==> src/hdl/adc_seq_defs.svh <==
// register map, field positions and fixed counts of the converter sequencer
`ifndef ADC_SEQ_DEFS_SVH
`define ADC_SEQ_DEFS_SVH
`define OFS_RESULT_TOP 8'h1C
`define OFS_CTRL       8'h20
`define OFS_CHANNEL_ENABLE_BITS       8'h24
`define OFS_CMP_A      8'h28
`define OFS_CMP_B      8'h2C
`define OFS_STATUS     8'h30
`define OFS_CLKCFG     8'h34
`define B_EN           0
`define B_IE           1
`define B_MODE         3:2
`define B_TRIGGER_SOURCE_SELECT         5:4
`define B_TRIGGER_CONDITION_SELECT      7:6
`define B_EXT_TRIGGER_ENABLE        8
`define B_START        11
`define B_FORMAT       31
`define B_CHANNEL_ENABLE_BITS         7:0
`define B_CMP_EN       0
`define B_CMP_IE       1
`define B_CMP_DIR      2
`define B_CMP_CH       5:3
`define B_CMP_CNT      11:8
`define B_CMP_VAL      27:16
`define CMP_MASK       32'h0FFF0F3F
`define B_ST_END       0
`define B_ST_CMP       2:1
`define B_ST_BUSY      3
`define B_ST_CH        6:4
`define B_ST_VALID     15:8
`define B_ST_OVR       23:16
`define B_CK_SEL       1:0
`define B_CK_DIV       15:8
`define B_CK_BG        16
`define MODE_SINGLE    2'h0
`define MODE_SCAN      2'h2
`define MODE_CONT      2'h3
`define TRG_PIN        2'h0
`define TRG_PWM        2'h3
`define COND_FALL      2'h0
`define COND_RISE      2'h1
`define COND_LOW       2'h2
`define COND_HIGH      2'h3
`define EDGE_MIN_CLKS  4'h4
`define LEVEL_MIN_CLKS 4'h8
`endif

==> src/hdl/adc_seq_pkg.sv <==
// shared types of the converter sequencer
package adc_seq_pkg;
    typedef enum logic [1:0] {st_idle, st_launch, st_wait} seq_state_type;
endpackage

==> src/hdl/sar_adc_sequencer.sv <==
// sequencer, register file and compare monitors of the 8-channel converter
// Summary of operation
// RULE1: single mode converts selected channel once
// RULE2: start bit reads one while busy, auto-clears
// RULE3: single mode uses lowest enabled channel only
// RULE4: single scan converts enabled channels ascending once
// RULE5: end flag after single conversion or pass
// RULE6: start cleared mid-scan: finish current, store, stop
// RULE7: continuous scan repeats passes while start set
// RULE8: software clears start before changing mode/channel
// RULE9: converter clock: four sources, divide by N+1
// RULE10: trigger source 00b takes the external pin
// RULE11: pin condition falling, rising, low, high
// RULE12: level held eight clocks, start on ninth
// RULE13: level trigger keeps converting while active
// RULE14: edge needs both phases four clocks long
// RULE15: trigger source 11b takes PWM trigger events
// RULE16: compare unit picks channel, direction, value
// RULE17: match counter counts matches, clears on mismatch
// RULE18: counter reaching setting plus one sets flag
// RULE19: interrupt from any flag with its enable
// RULE20: clearing a flag withdraws its request
// RULE21: channel 7 selects pin or band-gap
// RULE22: valid set on conversion, cleared on read
// RULE23: overwrite of unread result sets overrun
// RULE24: result unsigned or sign-extended two's complement
// RULE25: reset leaves block idle, flags cleared
// RULE26: interrupt is a level while flags pend
//
// Our own choices: the address map and the strobed register port.
`timescale 1ns/100ps
`include "adc_seq_defs.svh"
module sar_adc_sequencer
    import adc_seq_pkg::*;
(
    input  wire logic        clk,
    input  wire logic        rst,
    input  wire logic        ce,
    input  wire logic [7:0]  addr,
    input  wire logic [31:0] wdata,
    input  wire logic        wr,
    input  wire logic        rd,
    output logic [31:0]      rdata,
    input  wire logic        external_trigger_pin,
    input  wire logic        pwm_trig,
    input  wire logic [3:0]  clk_src_tick,
    input  wire logic        conv_done,
    input  wire logic [11:0] conv_data,
    output logic             conv_tick,
    output logic             conv_start,
    output logic [2:0]       conv_chan,
    output logic             ch7_bandgap_sel,
    output logic             irq
);
    seq_state_type state_r;
    logic [2:0]    chan_r;
    logic          conv_start_r, tick_r, irq_r, bg_r;
    logic          en_r, ie_r, ext_trigger_enable_r, format_r, start_r, start_nxt;
    logic [1:0]    mode_r, trigger_source_select_r, cond_r, clksel_r;
    logic [7:0]    channel_enable_bits_r, div_r, pre_cnt_r, valid_r, ovr_r;
    logic [31:0]   cmp_r [2];
    logic [4:0]    match_cnt_r [2];
    logic          end_flag_r;
    logic [1:0]    cmp_flag_r, cmp_set;
    logic [3:0]    first_lo, next_up;
    logic          res_we, pass_done, hw_clear, trig_set;
    logic          edge_go, level_ok, res_sel, rd_res;
    logic [2:0]    res_idx;
    logic [7:0]    res_hit, rd_clr;
    logic [15:0]   res_word;
    logic [31:0]   alt_word;

    // lowest enabled channel at or above a start index, bit 3 = found
    function automatic logic [3:0] first_from(input logic [7:0] en,
                                              input logic [3:0] from);
        logic [3:0] r;
        r = 4'h0;
        for (int i = 7; i >= 0; i--)
            if (en[i] && 4'(i) >= from)
                r = {1'b1, 3'(i)};
        return r;
    endfunction

    assign first_lo = first_from(channel_enable_bits_r, 4'h0);
    assign next_up  = first_from(channel_enable_bits_r, {1'b0, chan_r} + 4'h1);
    assign res_we   = (state_r == st_wait) && conv_done;
    assign pass_done = res_we && (mode_r == `MODE_SINGLE || !next_up[3]);
    assign res_sel  = (addr <= `OFS_RESULT_TOP) && (addr[1:0] == 2'h0);
    assign res_idx  = addr[4:2];
    assign rd_res   = rd && res_sel;
    assign rd_clr   = rd_res ? (8'h01 << res_idx) : 8'h00;
    assign res_hit  = res_we ? (8'h01 << chan_r) : 8'h00;

    always_comb
    begin
        if (format_r)
            res_word = {{4{~conv_data[11]}}, ~conv_data[11],
                        conv_data[10:0]};                      // [RULE24]
        else
            res_word = {4'h0, conv_data};                      // [RULE24]
    end

    ext_trigger_filter u_trig
    (
        .clk      (clk),
        .rst      (rst),
        .ce       (ce),
        .pin      (external_trigger_pin),
        .cond     (cond_r),                                    // [RULE11]
        .edge_go  (edge_go),
        .level_ok (level_ok)
    );

    // external starts only apply to single-cycle scan mode
    always_comb
    begin
        trig_set = 1'b0;
        if (ext_trigger_enable_r && mode_r == `MODE_SCAN)
        begin
            if (trigger_source_select_r == `TRG_PIN)                            // [RULE10]
                trig_set = edge_go || (level_ok && !start_r &&
                           state_r == st_idle);                // [RULE13]
            else if (trigger_source_select_r == `TRG_PWM)
                trig_set = pwm_trig;                           // [RULE15]
        end
    end

    assign hw_clear = (pass_done && mode_r != `MODE_CONT) ||
                      (state_r == st_idle && start_r &&
                       !(en_r && first_lo[3]));

    always_comb
    begin
        start_nxt = start_r;
        if (hw_clear)
            start_nxt = 1'b0;                                  // [RULE2]
        if (wr && addr == `OFS_CTRL)
            start_nxt = wdata[`B_START];
        if (trig_set)
            start_nxt = 1'b1;
    end

    // mode and channel are sampled live; software stops the run first
    always_ff @(posedge clk or posedge rst)
        if (rst)
        begin
            en_r     <= 1'b0;
            ie_r     <= 1'b0;
            mode_r   <= `MODE_SINGLE;
            trigger_source_select_r   <= `TRG_PIN;
            cond_r   <= `COND_FALL;
            ext_trigger_enable_r  <= 1'b0;
            format_r <= 1'b0;
            start_r  <= 1'b0;
            channel_enable_bits_r   <= 8'h00;
            clksel_r <= 2'h0;
            div_r    <= 8'h00;
            bg_r     <= 1'b0;
        end
        else if (ce)
        begin
            start_r <= start_nxt;
            if (wr && addr == `OFS_CTRL)                       // [RULE8]
            begin
                en_r     <= wdata[`B_EN];
                ie_r     <= wdata[`B_IE];
                mode_r   <= wdata[`B_MODE];
                trigger_source_select_r   <= wdata[`B_TRIGGER_SOURCE_SELECT];
                cond_r   <= wdata[`B_TRIGGER_CONDITION_SELECT];
                ext_trigger_enable_r  <= wdata[`B_EXT_TRIGGER_ENABLE];
                format_r <= wdata[`B_FORMAT];
            end
            else if (wr && addr == `OFS_CHANNEL_ENABLE_BITS)
                channel_enable_bits_r <= wdata[`B_CHANNEL_ENABLE_BITS];
            else if (wr && addr == `OFS_CLKCFG)
            begin
                clksel_r <= wdata[`B_CK_SEL];
                div_r    <= wdata[`B_CK_DIV];
                bg_r     <= wdata[`B_CK_BG];                   // [RULE21]
            end
        end

    always_ff @(posedge clk or posedge rst)
        if (rst)
        begin
            state_r      <= st_idle;                           // [RULE25]
            chan_r       <= 3'h0;
            conv_start_r <= 1'b0;
        end
        else if (ce)
        begin
            conv_start_r <= 1'b0;
            case (state_r)
                st_idle:
                    if (start_r && en_r && first_lo[3])
                    begin
                        chan_r  <= first_lo[2:0];              // [RULE3]
                        state_r <= st_launch;
                    end
                st_launch:
                begin
                    conv_start_r <= 1'b1;
                    state_r      <= st_wait;
                end
                st_wait:
                    if (conv_done)
                    begin
                        if (mode_r != `MODE_SINGLE && start_r &&
                            next_up[3])
                        begin
                            chan_r  <= next_up[2:0];           // [RULE4]
                            state_r <= st_launch;
                        end
                        else if (mode_r == `MODE_CONT && start_r &&
                                 first_lo[3])
                        begin
                            chan_r  <= first_lo[2:0];          // [RULE7]
                            state_r <= st_launch;
                        end
                        else
                            state_r <= st_idle;       // [RULE1] [RULE6]
                    end
                default:
                    state_r <= st_idle;
            endcase
        end

    always_ff @(posedge clk or posedge rst)
        if (rst)
        begin
            pre_cnt_r <= 8'h00;
            tick_r    <= 1'b0;
        end
        else if (ce)
        begin
            tick_r <= 1'b0;
            if (clk_src_tick[clksel_r])
            begin
                if (pre_cnt_r >= div_r)
                begin
                    pre_cnt_r <= 8'h00;
                    tick_r    <= 1'b1;                         // [RULE9]
                end
                else
                    pre_cnt_r <= pre_cnt_r + 8'h01;
            end
        end

    // a new result wins over a read clear in the same cycle
    always_ff @(posedge clk or posedge rst)
        if (rst)
        begin
            valid_r <= 8'h00;
            ovr_r   <= 8'h00;
        end
        else if (ce)
        begin
            valid_r <= res_hit | (valid_r & ~rd_clr);          // [RULE22]
            ovr_r   <= (res_hit & valid_r & ~rd_clr) |
                       (ovr_r & ~rd_clr);                      // [RULE23]
        end

    generate
        for (genvar g = 0; g < 2; g++)
        begin : g_cmp
            logic hit, match;
            assign hit   = res_we && cmp_r[g][`B_CMP_EN] &&
                           chan_r == cmp_r[g][`B_CMP_CH];      // [RULE16]
            assign match = cmp_r[g][`B_CMP_DIR] ?
                           (conv_data >= cmp_r[g][`B_CMP_VAL]) :
                           (conv_data <  cmp_r[g][`B_CMP_VAL]);
            assign cmp_set[g] = hit && match &&
                   (match_cnt_r[g] == {1'b0, cmp_r[g][`B_CMP_CNT]});
            always_ff @(posedge clk or posedge rst)
                if (rst)
                begin
                    cmp_r[g]       <= 32'h0;
                    match_cnt_r[g] <= 5'h00;
                end
                else if (ce)
                begin
                    if (wr && addr == (g == 0 ? `OFS_CMP_A : `OFS_CMP_B))
                        cmp_r[g] <= wdata & `CMP_MASK;
                    if (cmp_set[g])
                        match_cnt_r[g] <= 5'h00;               // [RULE18]
                    else if (hit && match)
                        match_cnt_r[g] <= match_cnt_r[g] + 5'h01;
                    else if (hit)
                        match_cnt_r[g] <= 5'h00;               // [RULE17]
                end
        end
    endgenerate

    // write one clears; a hardware set in the same cycle wins
    always_ff @(posedge clk or posedge rst)
        if (rst)
        begin
            end_flag_r <= 1'b0;
            cmp_flag_r <= 2'h0;
            irq_r      <= 1'b0;
        end
        else if (ce)
        begin
            end_flag_r <= pass_done | (end_flag_r &                // [RULE5]
                ~(wr && addr == `OFS_STATUS && wdata[`B_ST_END])); // [RULE20]
            cmp_flag_r <= cmp_set | (cmp_flag_r &
                ~((wr && addr == `OFS_STATUS) ? wdata[`B_ST_CMP] : 2'h0));
            irq_r <= (end_flag_r && ie_r) ||
                     (cmp_flag_r[0] && cmp_r[0][`B_CMP_IE]) ||
                     (cmp_flag_r[1] && cmp_r[1][`B_CMP_IE]); // [RULE19]
        end

    always_comb
    begin
        alt_word = 32'h0;
        if (addr == `OFS_CTRL)
        begin
            alt_word[`B_EN]      = en_r;
            alt_word[`B_IE]      = ie_r;
            alt_word[`B_MODE]    = mode_r;
            alt_word[`B_TRIGGER_SOURCE_SELECT]    = trigger_source_select_r;
            alt_word[`B_TRIGGER_CONDITION_SELECT] = cond_r;
            alt_word[`B_EXT_TRIGGER_ENABLE]   = ext_trigger_enable_r;
            alt_word[`B_START]   = start_r;
            alt_word[`B_FORMAT]  = format_r;
        end
        else if (addr == `OFS_CHANNEL_ENABLE_BITS)
            alt_word[`B_CHANNEL_ENABLE_BITS] = channel_enable_bits_r;
        else if (addr == `OFS_CMP_A)
            alt_word = cmp_r[0];
        else if (addr == `OFS_CMP_B)
            alt_word = cmp_r[1];
        else if (addr == `OFS_STATUS)
        begin
            alt_word[`B_ST_END]   = end_flag_r;
            alt_word[`B_ST_CMP]   = cmp_flag_r;
            alt_word[`B_ST_BUSY]  = (state_r != st_idle);
            alt_word[`B_ST_CH]    = chan_r;
            alt_word[`B_ST_VALID] = valid_r;
            alt_word[`B_ST_OVR]   = ovr_r;
        end
        else if (addr == `OFS_CLKCFG)
        begin
            alt_word[`B_CK_SEL] = clksel_r;
            alt_word[`B_CK_DIV] = div_r;
            alt_word[`B_CK_BG]  = bg_r;
        end
    end

    result_store u_store
    (
        .clk         (clk),
        .rst         (rst),
        .ce          (ce),
        .wr_en       (res_we),
        .wr_idx      (chan_r),
        .wr_data     (res_word),
        .rd_en       (rd),
        .rd_from_mem (res_sel),
        .rd_idx      (res_idx),
        .rd_flags    ({valid_r[res_idx], ovr_r[res_idx]}),
        .alt_word    (alt_word),
        .rdata       (rdata)
    );

    assign conv_tick       = tick_r;
    assign conv_start      = conv_start_r;
    assign conv_chan       = chan_r;
    assign ch7_bandgap_sel = bg_r;
    assign irq             = irq_r;                            // [RULE26]
endmodule // sar_adc_sequencer

==> src/hdl/ext_trigger_filter.sv <==
// synchroniser and edge/level qualifier for the external trigger pin
`timescale 1ns/100ps
`include "adc_seq_defs.svh"
module ext_trigger_filter
#(
    parameter logic [3:0] EDGE_MIN  = `EDGE_MIN_CLKS,
    parameter logic [3:0] LEVEL_MIN = `LEVEL_MIN_CLKS
)
(
    input  wire logic       clk,
    input  wire logic       rst,
    input  wire logic       ce,
    input  wire logic       pin,
    input  wire logic [1:0] cond,
    output logic            edge_go,
    output logic            level_ok
);
    logic       s1_r, s2_r, s3_r, lvl_r, prev_ok_r;
    logic [3:0] cnt_r;
    logic       lvl_nxt, active;

    // a change counts only once the two later stages agree
    assign lvl_nxt = (s2_r == s3_r) ? s3_r : lvl_r;
    assign active  = (cond == `COND_HIGH) ? lvl_r : ~lvl_r;

    always_ff @(posedge clk or posedge rst)
        if (rst)
        begin
            s1_r <= 1'b0;
            s2_r <= 1'b0;
            s3_r <= 1'b0;
        end
        else if (ce)
        begin
            s1_r <= pin;
            s2_r <= s1_r;
            s3_r <= s2_r;
        end

    always_ff @(posedge clk or posedge rst)
        if (rst)
        begin
            lvl_r     <= 1'b0;
            cnt_r     <= 4'h0;
            prev_ok_r <= 1'b0;
            edge_go   <= 1'b0;
            level_ok  <= 1'b0;
        end
        else if (ce)
        begin
            lvl_r <= lvl_nxt;
            if (lvl_nxt != lvl_r)
            begin
                prev_ok_r <= (cnt_r >= EDGE_MIN);
                cnt_r     <= 4'h1;
            end
            else if (cnt_r != 4'hF)
                cnt_r <= cnt_r + 4'h1;
            // both phases must last the minimum or the pulse is dropped
            edge_go  <= !cond[1] && (lvl_nxt == lvl_r) && prev_ok_r &&
                        (cnt_r == EDGE_MIN - 4'h1) &&
                        (lvl_r == cond[0]);                    // [RULE14]
            level_ok <= cond[1] && active && (lvl_nxt == lvl_r) &&
                        (cnt_r >= LEVEL_MIN - 4'h1);           // [RULE12]
        end
endmodule // ext_trigger_filter

==> src/hdl/result_store.sv <==
// per-channel result memory with the registered read word of the bus
`timescale 1ns/100ps
module result_store
#(
    parameter int DEPTH = 8,
    parameter int W     = 16,
    parameter int AW    = 3
)
(
    input  wire logic          clk,
    input  wire logic          rst,
    input  wire logic          ce,
    input  wire logic          wr_en,
    input  wire logic [AW-1:0] wr_idx,
    input  wire logic [W-1:0]  wr_data,
    input  wire logic          rd_en,
    input  wire logic          rd_from_mem,
    input  wire logic [AW-1:0] rd_idx,
    input  wire logic [1:0]    rd_flags,
    input  wire logic [31:0]   alt_word,
    output logic [31:0]        rdata
);
    logic [W-1:0] mem_r [DEPTH];

    always_ff @(posedge clk or posedge rst)
        if (rst)
        begin
            for (int i = 0; i < DEPTH; i++)
                mem_r[i] <= '0;
        end
        else if (ce && wr_en)
            mem_r[wr_idx] <= wr_data;

    // read data stand for one cycle only, zero otherwise
    always_ff @(posedge clk or posedge rst)
        if (rst)
            rdata <= 32'h0;
        else if (ce)
        begin
            if (rd_en && rd_from_mem)
                rdata <= {{(30-W){1'b0}}, rd_flags, mem_r[rd_idx]};
            else if (rd_en)
                rdata <= alt_word;
            else
                rdata <= 32'h0;
        end
endmodule // result_store

==> config.mk <==
export PLATFORM = sky130hd
export DESIGN_NAME = sar_adc_sequencer
export DESIGN_NICKNAME = d
export VERILOG_FILES = /design/src/hdl/adc_seq_pkg.sv /design/src/hdl/sar_adc_sequencer.sv /design/src/hdl/ext_trigger_filter.sv /design/src/hdl/result_store.sv
export VERILOG_INCLUDE_DIRS = /design/src /design/src/hdl
export SDC_FILE = /design/constraint.sdc
export NUM_CORES = 1
export LEC_CHECK = 0
export BUFFER_PORTS_ARGS = -buffer_cell sky130_fd_sc_hd__buf_2
export CAP_MARGIN = 20
export CORE_MARGIN = 1.5
export CORE_UTILIZATION = 50
export CTS_CLUSTER_DIAMETER = 150
export DETAILED_ROUTE_END_ITERATION = 8
export GPL_TIMING_DRIVEN = 0
export PLACE_DENSITY = 0.76
export REMOVE_ABC_BUFFERS = 1
export SETUP_SLACK_MARGIN = 0.15
export SLEW_MARGIN = 20
export SYNTH_ARGS = -nofsm -noshare
export SYNTH_HDL_FRONTEND = slang
export SYNTH_HIERARCHICAL = 1
export SYNTH_SLANG_ARGS = --single-unit
==> constraint.sdc <==
create_clock -name clk -period 11.15 [get_ports clk]
set_input_delay 0.5575 -clock clk [delete_from_list [all_inputs] [get_ports clk]]
set_output_delay 0.5575 -clock clk [all_outputs]
set_load 0.03 [all_outputs]
Word-level counts from Yosys, hierarchy flattened
Cells that the tools add are included.
{"block": "op_classes", "n_reduce_logical": 85, "addsub": 5, "n_lt_le_gt_ge": 21, "bitwise": 19, "shifts": 2, "n_eq_ne": 26, "n_mux": 83}
{"cell": "$bwmux W128", "n": 1}
{"cell": "$mux W16", "n": 5}
{"cell": "$mux W4", "n": 19}
{"cell": "$mux W32", "n": 2}
{"cell": "$logic_and A1 B1 Y1", "n": 52}
{"cell": "$bmux W16 S3", "n": 1}
{"cell": "$demux W16 S3", "n": 1}
{"cell": "$eq A8 B6 Y1 const B", "n": 6}
{"cell": "$mux W5", "n": 7}
{"cell": "$and A8 B8 Y8", "n": 4}
{"cell": "$mux W8", "n": 4}
{"cell": "$mux W28", "n": 1}
{"cell": "$mux W9", "n": 3}
{"cell": "$ge A12 B12 Y1", "n": 2}
{"cell": "$lt A12 B12 Y1", "n": 2}
{"cell": "$mux W1", "n": 20}
{"cell": "$mux W20", "n": 1}
{"cell": "$mux W19", "n": 1}
{"cell": "$reduce_and A2 Y1", "n": 9}
{"cell": "$ge A3 B4 Y1 const A", "n": 4}
{"cell": "$or A8 B8 Y8", "n": 2}
{"cell": "$shl A1 B3 Y8 const A", "n": 2}
{"cell": "$mux W7", "n": 2}
{"cell": "$mux W2", "n": 6}
{"cell": "45 further kinds", "n": 84}
{"block": "word_totals", "in_bits": 64, "out_inout_bits": 39, "ff_bits": 290}

Logic depth before layout (Yosys ltp)
Gate-level depths: netlist of the first run.
{"block": "logic_depth", "ltp_word": 19, "mapped_depth": 10, "ltp_nobuf": 8}

Modules after synthesis
Netlist of the first run, hierarchy kept.
{"module": "sar_adc_sequencer", "area_each_um2": 7335.8, "cells_each": 751, "seq_area_each_um2": 2977.9, "instances": 1}
{"module": "result_store", "area_each_um2": 7299.5, "cells_each": 552, "seq_area_each_um2": 4003.8, "instances": 1}
{"module": "ext_trigger_filter", "area_each_um2": 588.1, "cells_each": 56, "seq_area_each_um2": 275.3, "instances": 1}

Worst setup path before layout of the first run
No wires, ideal clock.
{"block": "synth_path", "path_type": "flip-flop to flip-flop", "from": "reg chan_r[1], in the netlist conv_chan[1]", "to": "reg chan_r[0], in the netlist conv_chan[0]", "required_ns": 11.070, "t_arrival_ns": 2.720, "setup_time_ns": 0.080, "setup_slack_ns": 8.350, "stages_incl_launch_ff": 9, "path_buffers": 0, "cell_sequence": "dfrtp_1 -> ha_1 -> ha_1 -> o21ai_1 -> o21ai_0 -> or3_1 -> o21ai_1 -> mux2_2 -> mux2i_1"}
{"block": "synth_via", "elab_chain_len": 15}
{"item": "start, declared", "line": "sar_adc_sequencer.sv:56", "text": "logic [2:0] chan_r;"}
{"item": "start signal, assigned", "line": "sar_adc_sequencer.sv:197", "text": "chan_r <= first_lo[2:0];"}
{"item": "start signal, assigned", "line": "sar_adc_sequencer.sv:211", "text": "chan_r <= next_up[2:0];"}
{"item": "start signal, assigned", "line": "sar_adc_sequencer.sv:217", "text": "chan_r <= first_lo[2:0];"}
{"item": "$add A3 B1 Y4 (*)", "line": "sar_adc_sequencer.sv:85", "text": "assign next_up = first_from(channel_enable_bits_r, {1'b0, chan_r} + 4'h1);"}
{"item": "$ge A3 B4 Y1", "line": "sar_adc_sequencer.sv:79", "text": "if (en[i] && 4'(i) >= from)"}
{"item": "$logic_and A1 B1 Y1", "line": "sar_adc_sequencer.sv:79"}
{"item": "$mux W4 (7 in series)", "line": "sar_adc_sequencer.sv:79"}
{"item": "$mux W4 (*)", "line": "sar_adc_sequencer.sv:79"}
{"item": "$logic_and A1 B1 Y1", "line": "sar_adc_sequencer.sv:208", "text": "if (mode_r != `MODE_SINGLE && start_r &&"}
{"item": "$mux W3", "line": "sar_adc_sequencer.sv:208"}
{"item": "$mux W3", "line": "sar_adc_sequencer.sv:206", "text": "if (conv_done)"}
{"item": "$pmux W3 S2", "line": "sar_adc_sequencer.sv:193", "text": "case (state_r)"}
Every way passes the cells marked *; elsewhere a longest branch is shown, timed or not. The select of a mux whose other input is x is not followed.
A chain may end at the register's enable or synchronous reset.

Worst setup path in the final report of the first run
Ends and elaborated chain as after synthesis.

==> report_table.html, run 1 <==
<table>
<tr><th>Metric</th><th>Value</th></tr>
<tr><th colspan="2">STA</th></tr>
<tr><td>Fin crit share</td><td>0.291</td></tr>
<tr><td>Minimum hold slack</td><td>77.7 ps</td></tr>
<tr><td>Final critical path time including I/O delays and setup</td><td>3240 ps</td></tr>
<tr><td>Sum of negative setup slack</td><td>0 ps</td></tr>
<tr><td>Slew at the pin with the worst max-slew slack</td><td>1150 ps</td></tr>
<tr><td>Slew margin rel.</td><td>0.231</td></tr>
<tr><td>Clock Skews</td><td>14.8 ps</td></tr>
<tr><td>Final number of max-transition violations</td><td>0</td></tr>
<tr><td>Number of hold violations in the final report</td><td>0</td></tr>
<tr><td>Setup repair after global routing missed its margin</td><td>no</td></tr>
<tr><td>Final setup fails</td><td>0</td></tr>
<tr><td>Highest clock rate</td><td>0.308 GHz</td></tr>
<tr><th colspan="2">Setup path</th></tr>
<tr><td>R2r setup slk</td><td>7910 ps</td></tr>
<tr><td>Worst reg-to-reg path cell count</td><td>8</td></tr>
<tr><td>Arrival time of the worst setup path</td><td>3720 ps</td></tr>
<tr><td>Critical path capture point</td><td>conv_chan[0]</td></tr>
<tr><td>CP max FO</td><td>13</td></tr>
<tr><td>Kind of critical path</td><td>flop to flop</td></tr>
<tr><td>Worst EP required</td><td>11620 ps</td></tr>
<tr><td>Critical R2R Capture</td><td>conv_chan[0]</td></tr>
<tr><td>Crit path from</td><td>conv_chan[1]</td></tr>
<tr><td>Startpoint of the most critical register-to-register path</td><td>conv_chan[1]</td></tr>
<tr><td>Nature of the critical path endpoint</td><td>flop</td></tr>
<tr><td>Crit start category</td><td>flop</td></tr>
<tr><th colspan="2">Synthesis</th></tr>
<tr><td>Synth warnings</td><td>6</td></tr>
<tr><td>Basic-gate share of the synthesized area counting and, or, nand and nor cells</td><td>0.108</td></tr>
<tr><td>Cell with the most instances after synthesis</td><td>sky130_fd_sc_hd__dfrtp_1</td></tr>
<tr><td>Dominant cell type by area after synthesis</td><td>sky130_fd_sc_hd__dfrtp_1</td></tr>
<tr><td>Multiplexer share of the synthesized area</td><td>0.203</td></tr>
<tr><td>Largest family of logic cells by synthesized area</td><td>multiplexers</td></tr>
<tr><td>Mapped Cells</td><td>1359</td></tr>
<tr><td>Post-synthesis instance area</td><td>0.0152 mm2</td></tr>
<tr><td>Adder-cell share of the synthesized area</td><td>0.0353</td></tr>
<tr><td>Post-synthesis area per instance</td><td>11.2 um2</td></tr>
<tr><td>Share of synthesized flip-flops with an asynchronous set or reset</td><td>1.00</td></tr>
<tr><td>Main synth FF type</td><td>sky130_fd_sc_hd__dfrtp_1</td></tr>
<tr><td>Most instantiated cells after synthesis</td><td>290 x sky130_fd_sc_hd__dfrtp_1, 154 x sky130_fd_sc_hd__mux2_2, 129 x sky130_fd_sc_hd__nand2_1, 92 x sky130_fd_sc_hd__inv_1, 87 x sky130_fd_sc_hd__mux2i_1</td></tr>
<tr><td>Fraction of the yosys area taken by sequential cells</td><td>0.477</td></tr>
<tr><td>Proportion of netlist area held by the largest area contributor</td><td>0.477</td></tr>
<tr><td>Seq cells post-synth</td><td>290</td></tr>
<tr><td>Compound-Gate Fraction of Synth Area</td><td>0.118</td></tr>
<tr><td>Count of different cell masters after synthesis</td><td>85</td></tr>
<tr><td>Top post-synthesis cells by area</td><td>sky130_fd_sc_hd__dfrtp_1 48%, sky130_fd_sc_hd__mux2_2 11%, sky130_fd_sc_hd__mux2i_1 5.7%, sky130_fd_sc_hd__ha_1 3.5%, sky130_fd_sc_hd__nand2_1 3.2%</td></tr>
<tr><td>Xor and xnor fraction of the mapped netlist area</td><td>0.0115</td></tr>
<tr><td>Post-synth EDFFs</td><td>0</td></tr>
<tr><th colspan="2">Power and ir drop</th></tr>
<tr><td>Sequential power share</td><td>0.464</td></tr>
<tr><td>Clock network fraction of design power</td><td>0.386</td></tr>
<tr><td>Sw Ratio</td><td>0.274</td></tr>
<tr><td>Sw power</td><td>731 uW</td></tr>
<tr><td>Maximum vdd drop</td><td>145 uV</td></tr>
<tr><td>Logic pwr share</td><td>0.150</td></tr>
<tr><td>Power per cell area</td><td>156 mW/mm2</td></tr>
<tr><td>Internal Dissipation</td><td>1.94 mW</td></tr>
<tr><td>Cell leakage power</td><td>8.42 nW</td></tr>
<tr><th colspan="2">Cells and area</th></tr>
<tr><td>NumNets Final</td><td>1546</td></tr>
<tr><td>Share of final-layout standard cells stronger than drive strength 1</td><td>0.263</td></tr>
<tr><td>Area growth from synthesis to layout</td><td>12.3%</td></tr>
<tr><th colspan="2">Die</th></tr>
<tr><td>Height of the die</td><td>177 um</td></tr>
<tr><td>Area inside the core boundary</td><td>0.0298 mm2</td></tr>
<tr><td>Starting Density</td><td>0.511</td></tr>
<tr><td>Num ports</td><td>103</td></tr>
<tr><td>Floorplan row count</td><td>63</td></tr>
<tr><td>Overall die area</td><td>0.0315 mm2</td></tr>
<tr><td>Overall die width</td><td>177 um</td></tr>
<tr><th colspan="2">Global routing</th></tr>
<tr><td>Global-route total usage across every layer</td><td>0.248</td></tr>
<tr><td>Grt total ovfl</td><td>0</td></tr>
<tr><td>Antenna violations before repair</td><td>3</td></tr>
<tr><td>Largest net degree at the start of global routing</td><td>92</td></tr>
<tr><td>Global-route wire length before repair</td><td>60900 um</td></tr>
<tr><td>Number of global-route vias before repair</td><td>11100</td></tr>
<tr><th colspan="2">Drt</th></tr>
<tr><td>Via Count</td><td>11100</td></tr>
<tr><td>Number of remaining DRC errors</td><td>0</td></tr>
<tr><td>Detailed-router iteration count before antenna repair</td><td>5</td></tr>
<tr><td>Number of vias per cell after detailed routing</td><td>5.97</td></tr>
<tr><td>Routed len/inst</td><td>20.7 um</td></tr>
<tr><td>Antenna viol nets, final</td><td>0</td></tr>
<tr><td>Wire length reported by the detailed router</td><td>38300 um</td></tr>
<tr><td>Number of DRC violations after detailed-routing iteration 0</td><td>787</td></tr>
<tr><th colspan="2">Clock network</th></tr>
<tr><td>Latest clock arrival within the worst-skew pair</td><td>560 ps</td></tr>
<tr><td>Max Buffers Root-to-Sink</td><td>3</td></tr>
<tr><td>Total CTS buffers</td><td>30</td></tr>
<tr><td>Root Driver</td><td>sky130_fd_sc_hd__clkbuf_16</td></tr>
<tr><td>Post-cts hold buffer count</td><td>0</td></tr>
<tr><td>CTS-repair resized insts</td><td>0</td></tr>
<tr><td>Post-CTS setup-driven buffer insertion count</td><td>0</td></tr>
<tr><td>CTS H-tree lvls</td><td>1</td></tr>
<tr><td>Clock slew seen by the registers of the worst setup and hold paths</td><td>60 ps</td></tr>
<tr><td>TritonCTS clock tree</td><td>built</td></tr>
<tr><td>Sinks on Clock Net</td><td>290</td></tr>
<tr><th colspan="2">Min path</th></tr>
<tr><td>Hold WC Path Type</td><td>input port to async pin</td></tr>
<tr><th colspan="2">Placement</th></tr>
<tr><td>Final weighted congestion of routability-driven global placement</td><td>0.938</td></tr>
<tr><td>DPL Wire Length</td><td>26600 um</td></tr>
<tr><td>Number of buffers inserted by port buffering</td><td>99</td></tr>
<tr><th colspan="2">Job</th></tr>
<tr><td>Number of maximum-capacitance violations</td><td>0</td></tr>
<tr><th colspan="2">Outcome</th></tr>
<tr><td>Status</td><td>completed</td></tr>
</table>
[worst max-delay path, cell delays in order (launching register included)]
cell	delay [ps]
sky130_fd_sc_hd__dfrtp_1	760
sky130_fd_sc_hd__ha_1	390
sky130_fd_sc_hd__ha_1	340
sky130_fd_sc_hd__o21ai_1	320
sky130_fd_sc_hd__o21ai_0	120
sky130_fd_sc_hd__or3_1	390
sky130_fd_sc_hd__o21ai_1	310
sky130_fd_sc_hd__mux2_2	380
sky130_fd_sc_hd__mux2i_1	140
[power by group through the flow]
stage | sequential [mW] | combinational [mW] | clock (mW)
2_1_floorplan | 1.24 | 0.267 | 0
3_3_place_gp | 1.25 | 0.378 | 0
3_5_place_dp | 1.26 | 0.397 | 0
4_1_cts | 1.24 | 0.400 | 1.05
5_1_grt | 1.25 | 0.444 | 1.09
6_report | 1.24 | 0.400 | 1.03
[flip-flops by register name, summed over array words and instances (netlist names), 2 cells and up]
signal and count:
channel_enable_bits_r 8, trigger_source_select_r 2, pre_cnt_r 8, clksel_r 2
state_r 2, u_trig/cnt_r 4, conv_chan 3, mode_r 2
div_r 8, cmp_flag_r 2, u_store/mem_r 128, u_store/rdata 32
ovr_r 8, valid_r 8, match_cnt_r 10, cond_r 2
cmp_r 44
[layer usage]
metal | share of wire | global-route usage | routed length [um] | vias up
met5 | 0.00037 | 0 | 14 | -
met4 | 0.038 | 0.0910 | 1450 | 2
met3 | 0.075 | 0.0495 | 2860 | 98
met2 | 0.47 | 0.404 | 18100 | 390
met1 | 0.41 | 0.329 | 15900 | 5516
li1 | - | - | - | 5057
[final cells by class]
| type | instances | area [um2] |
|---|---|---|
| timing repair buffer | 109 | 697 |
| clock inverter | 13 | 143 |
| inverter | 92 | 358 |
| fill | 2522 | 12700 |
| sequential | 290 | 7260 |
| clock buffer | 41 | 883 |
| tap | 390 | 488 |
| multi-input combinational | 916 | 7270 |
| antenna | 2 | 5.00 |
[how the worst min path moves through the flow]
stage / startpoint / endpoint / slack, ps
finish: rst / u_trig/prev_ok_r / 80
global route: rst / u_trig/cnt_r[0] / 120
CTS: rst / u_trig/level_ok / 70
detailed placement: conv_tick / conv_tick / 460
global placement: conv_tick / conv_tick / 460
floorplan: rst / u_trig/cnt_r[0] / 410
[logic make-up (layout without fill, tap and decap cells)]
kind of cell | Yosys count | after routing
compound gates | 267 | 267
simple gates | 313 | 313
xor+xnor | 20 | 20
other cells | 1 | 5
fa+ha+maj | 43 | 43
buf+inv | 155 | 255
flops | 290 | 290
mux | 270 | 270
[per-stage QoR]
stage / cells / setup slack, ps / cell area, um2 / total power, mW / util
after global routing: 1852 / 7760 / 17100 / 2.79 / 0.574
after CTS: 1849 / 7980 / 17100 / 2.69 / 0.573
after global placement: 1787 / 4460 / 15800 / 1.63 / 0.532
after floorplan: 1298 / 6270 / 14900 / 1.50 / -
final: 1853 / 7910 / 17100 / 2.67 / 0.574
after detailed placement: 1795 / 7900 / 16000 / 1.65 / 0.539
[layout by cell type (no fill, tap or decap), types with 7 or more instances in the layout]
cell type,count
sky130_fd_sc_hd__a21o_1,9
sky130_fd_sc_hd__a21oi_1,40
sky130_fd_sc_hd__a22o_1,15
sky130_fd_sc_hd__a22oi_1,42
sky130_fd_sc_hd__and2_1,7
sky130_fd_sc_hd__and3_1,8
sky130_fd_sc_hd__buf_2,97
sky130_fd_sc_hd__clkbuf_16,31
sky130_fd_sc_hd__clkbuf_8,7
sky130_fd_sc_hd__clkinv_2,9
sky130_fd_sc_hd__dfrtp_1,290
sky130_fd_sc_hd__ha_1,43
sky130_fd_sc_hd__inv_1,90
sky130_fd_sc_hd__mux2_2,154
sky130_fd_sc_hd__mux2_4,20
sky130_fd_sc_hd__mux2i_1,87
sky130_fd_sc_hd__mux4_2,8
sky130_fd_sc_hd__nand2_1,129
sky130_fd_sc_hd__nand2b_1,13
sky130_fd_sc_hd__nand3_1,42
sky130_fd_sc_hd__nand4_1,9
sky130_fd_sc_hd__nor2_1,30
sky130_fd_sc_hd__nor2_2,9
sky130_fd_sc_hd__nor2b_1,9
sky130_fd_sc_hd__nor3_1,14
sky130_fd_sc_hd__o21ai_0,78
sky130_fd_sc_hd__o221ai_1,17
sky130_fd_sc_hd__o31ai_1,9
sky130_fd_sc_hd__xnor2_1,11
sky130_fd_sc_hd__xor2_1,9
No activity file was read; power rests on OpenSTA's default activity.
==> run 2: changes to the inputs <==
- clock period: 11.15 -> 3.25 ns (I/O delays scaled with it)
==> report_table.html, run 2 (synthesis results as in run 1) <==
<table>
<tr><th>Metric</th><th>Value</th></tr>
<tr><th colspan="2">Setup path</th></tr>
<tr><td>Crit start category</td><td>flop</td></tr>
<tr><td>CP max FO</td><td>13</td></tr>
<tr><td>Arrival time of the worst setup path</td><td>3460 ps</td></tr>
<tr><td>Worst EP required</td><td>3720 ps</td></tr>
<tr><td>Critical R2R Capture</td><td>conv_chan[0]</td></tr>
<tr><td>Nature of the critical path endpoint</td><td>flop</td></tr>
<tr><td>Worst reg-to-reg path cell count</td><td>8</td></tr>
<tr><td>R2r setup slk</td><td>260 ps</td></tr>
<tr><td>Startpoint of the most critical register-to-register path</td><td>conv_chan[0]</td></tr>
<tr><td>Kind of critical path</td><td>flop to flop</td></tr>
<tr><th colspan="2">Placement</th></tr>
<tr><td>Post-Place Worst Slack</td><td>107 ps</td></tr>
<tr><td>Number of placed cells counting well taps</td><td>1795</td></tr>
<tr><td>DPL Wire Length</td><td>26600 um</td></tr>
<tr><td>Number of buffers inserted by port buffering</td><td>99</td></tr>
<tr><td>Final weighted congestion of routability-driven global placement</td><td>0.938</td></tr>
<tr><th colspan="2">STA</th></tr>
<tr><td>PnR worst setup slack</td><td>260 ps</td></tr>
<tr><td>Minimum hold slack</td><td>24.4 ps</td></tr>
<tr><td>Clock Skews</td><td>16.6 ps</td></tr>
<tr><td>Fin crit share</td><td>0.920</td></tr>
<tr><td>Number of hold violations in the final report</td><td>0</td></tr>
<tr><td>Slew margin rel.</td><td>0.231</td></tr>
<tr><td>Final number of max-transition violations</td><td>0</td></tr>
<tr><td>Setup repair after global routing missed its margin</td><td>no</td></tr>
<tr><td>Highest clock rate</td><td>0.334 GHz</td></tr>
<tr><td>Final critical path time including I/O delays and setup</td><td>2990 ps</td></tr>
<tr><td>Slew at the pin with the worst max-slew slack</td><td>1150 ps</td></tr>
<tr><td>Final setup fails</td><td>0</td></tr>
<tr><th colspan="2">Die</th></tr>
<tr><td>Floorplan row count</td><td>63</td></tr>
<tr><td>Overall die area</td><td>0.0315 mm2</td></tr>
<tr><td>Starting Density</td><td>0.511</td></tr>
<tr><td>Area inside the core boundary</td><td>0.0298 mm2</td></tr>
<tr><td>Height of the die</td><td>177 um</td></tr>
<tr><td>Overall die width</td><td>177 um</td></tr>
<tr><td>Num ports</td><td>103</td></tr>
<tr><th colspan="2">Drt</th></tr>
<tr><td>Via Count</td><td>11300</td></tr>
<tr><td>Detailed-router iteration count before antenna repair</td><td>5</td></tr>
<tr><td>Number of DRC violations after detailed-routing iteration 0</td><td>875</td></tr>
<tr><td>Number of vias per cell after detailed routing</td><td>5.99</td></tr>
<tr><td>Antenna viol nets, final</td><td>0</td></tr>
<tr><td>Routed len/inst</td><td>20.8 um</td></tr>
<tr><td>Number of remaining DRC errors</td><td>0</td></tr>
<tr><td>Wire length reported by the detailed router</td><td>39400 um</td></tr>
<tr><th colspan="2">Clock network</th></tr>
<tr><td>Clock slew seen by the registers of the worst setup and hold paths</td><td>60 ps</td></tr>
<tr><td>Total CTS buffers</td><td>30</td></tr>
<tr><td>Max Buffers Root-to-Sink</td><td>3</td></tr>
<tr><td>Sinks on Clock Net</td><td>290</td></tr>
<tr><td>TritonCTS clock tree</td><td>built</td></tr>
<tr><td>Root Driver</td><td>sky130_fd_sc_hd__clkbuf_16</td></tr>
<tr><td>CTS H-tree lvls</td><td>1</td></tr>
<tr><td>Latest clock arrival within the worst-skew pair</td><td>560 ps</td></tr>
<tr><th colspan="2">Cells and area</th></tr>
<tr><td>Count of non-filler cells in the finished layout</td><td>1890</td></tr>
<tr><td>Area growth from synthesis to layout</td><td>14.9%</td></tr>
<tr><td>Leading cell types in the layout, fill and taps excluded</td><td>287 x sky130_fd_sc_hd__dfrtp_1, 154 x sky130_fd_sc_hd__mux2_2, 129 x sky130_fd_sc_hd__nand2_1, 97 x sky130_fd_sc_hd__buf_2, 90 x sky130_fd_sc_hd__inv_1</td></tr>
<tr><td>Most flop-heavy register</td><td>u_store/mem_r</td></tr>
<tr><td>Post-route core utilization</td><td>0.587</td></tr>
<tr><td>Share of final-layout standard cells stronger than drive strength 1</td><td>0.260</td></tr>
<tr><td>NumNets Final</td><td>1584</td></tr>
<tr><td>Most common cell after layout, fill and taps aside</td><td>sky130_fd_sc_hd__dfrtp_1</td></tr>
<tr><td>Largest registers ranked by flip-flop count</td><td>u_store/mem_r: 128 flops, cmp_r: 44 flops, u_store/rdata: 32 flops</td></tr>
<tr><td>Flip-flop count of the largest register, all copies and words added</td><td>128</td></tr>
<tr><th colspan="2">Global routing</th></tr>
<tr><td>Antenna violations before repair</td><td>2</td></tr>
<tr><td>Largest net degree at the start of global routing</td><td>92</td></tr>
<tr><td>Global-route wire length before repair</td><td>61900 um</td></tr>
<tr><td>Global-route total usage across every layer</td><td>0.253</td></tr>
<tr><td>Grt total ovfl</td><td>0</td></tr>
<tr><td>Number of global-route vias before repair</td><td>11300</td></tr>
<tr><th colspan="2">Job</th></tr>
<tr><td>Number of maximum-capacitance violations</td><td>0</td></tr>
<tr><th colspan="2">Min path</th></tr>
<tr><td>Number of cells traversed by the worst hold path</td><td>2</td></tr>
<tr><td>Hold WC Path Type</td><td>input port to flop</td></tr>
<tr><td>Worst hold path startpoint</td><td>conv_data[9]</td></tr>
<tr><td>Worst Hold Path EP</td><td>u_store/mem_r[57]</td></tr>
<tr><th colspan="2">Power and ir drop</th></tr>
<tr><td>Overall power consumption</td><td>9.23 mW</td></tr>
<tr><td>Power per cell area</td><td>528 mW/mm2</td></tr>
<tr><td>Cell leakage power</td><td>8.58 nW</td></tr>
<tr><td>Maximum vdd drop</td><td>502 uV</td></tr>
<tr><th colspan="2">Outcome</th></tr>
<tr><td>Status</td><td>completed</td></tr>
</table>
==> run 2: cell types whose count changed in the layout (fill, tap and decap cells not counted) <==
cell,previous run,this run
sky130_fd_sc_hd__dfrtp_4,0,1
sky130_fd_sc_hd__o21ai_2,0,1
sky130_fd_sc_hd__dfrtp_1,290,287
sky130_fd_sc_hd__diode_2,2,1
sky130_fd_sc_hd__buf_4,1,3
sky130_fd_sc_hd__o21ai_1,4,3
sky130_fd_sc_hd__dlygate4sd3_1,0,36
sky130_fd_sc_hd__dfrtp_2,0,2
==> run 2: worst max-delay path by stage <==
| stage | from | end | slack (ps) | depth (start not counted) |
|---|---|---|---|---|
| after floorplan | rst | u_store/mem_r[0] | -1230 | 1 |
| after global placement | rst | u_store/rdata[30] | -3050 | 2 |
| after detailed placement | conv_chan[1] | conv_chan[0] | 110 | 8 |
| after CTS | conv_chan[2] | conv_chan[0] | 240 | 8 |
| after global routing | conv_chan[0] | conv_chan[0] | 150 | 8 |
| final | conv_chan[0] | conv_chan[0] | 260 | 8 |
==> run 2: area by class of cell <==
| cell class | instances | area (um2) |
|---|---|---|
| Antenna cell | 1 | 2.50 |
| Clock buffer | 41 | 883 |
| Clock inverter | 13 | 143 |
| Fill cell | 2465 | 12300 |
| Inverter | 92 | 358 |
| Multi-Input combinational cell | 916 | 7280 |
| Sequential cell | 290 | 7260 |
| Tap cell | 390 | 488 |
| Timing Repair Buffer | 147 | 1070 |
==> run 2: critical path: stages (launching register included) <==
cell and delay [ps]:
sky130_fd_sc_hd__dfrtp_4 580, sky130_fd_sc_hd__ha_1 330, sky130_fd_sc_hd__ha_1 410, sky130_fd_sc_hd__o21ai_2 260, sky130_fd_sc_hd__o21ai_0 100, sky130_fd_sc_hd__or3_1 390, sky130_fd_sc_hd__o21ai_1 320, sky130_fd_sc_hd__mux2_2 380
sky130_fd_sc_hd__mux2i_1 130
==> run 2: per-layer routing <==
layer | wire [um] | global-route usage | part of all wire
met5 | 14 | 0 | 0.00036
met4 | 1530 | 0.101 | 0.039
met3 | 2910 | 0.0497 | 0.074
met2 | 18700 | 0.411 | 0.48
met1 | 16200 | 0.332 | 0.41
==> run 2: metrics by stage <==
| stage | TNS (ps) | cell area (um2) |
|---|---|---|
| 2_1_floorplan | -205510 | 14900 |
| 5_1_grt | 0 | 17500 |
| 6_report | 0 | 17500 |
| 3_3_place_gp | -737070 | 15800 |
| 3_5_place_dp | 0 | 16000 |
| 4_1_cts | 0 | 17400 |
==> run 2: repair_timing <==
item	CTS	global route
setup buffers	0	2
pin swaps	0	0
endpoints found under the setup margin	1	1
gates resized for setup	2	3
hold endpoints to repair	254	0
hold buffers	36	0
==> run 2: power breakdown <==
group | total [mW] | switching [mW] | internal [mW]
clock | 3.54 | 1.42 | 2.12
combinational | 1.47 | 0.825 | 0.642
sequential | 4.22 | 0.288 | 3.94
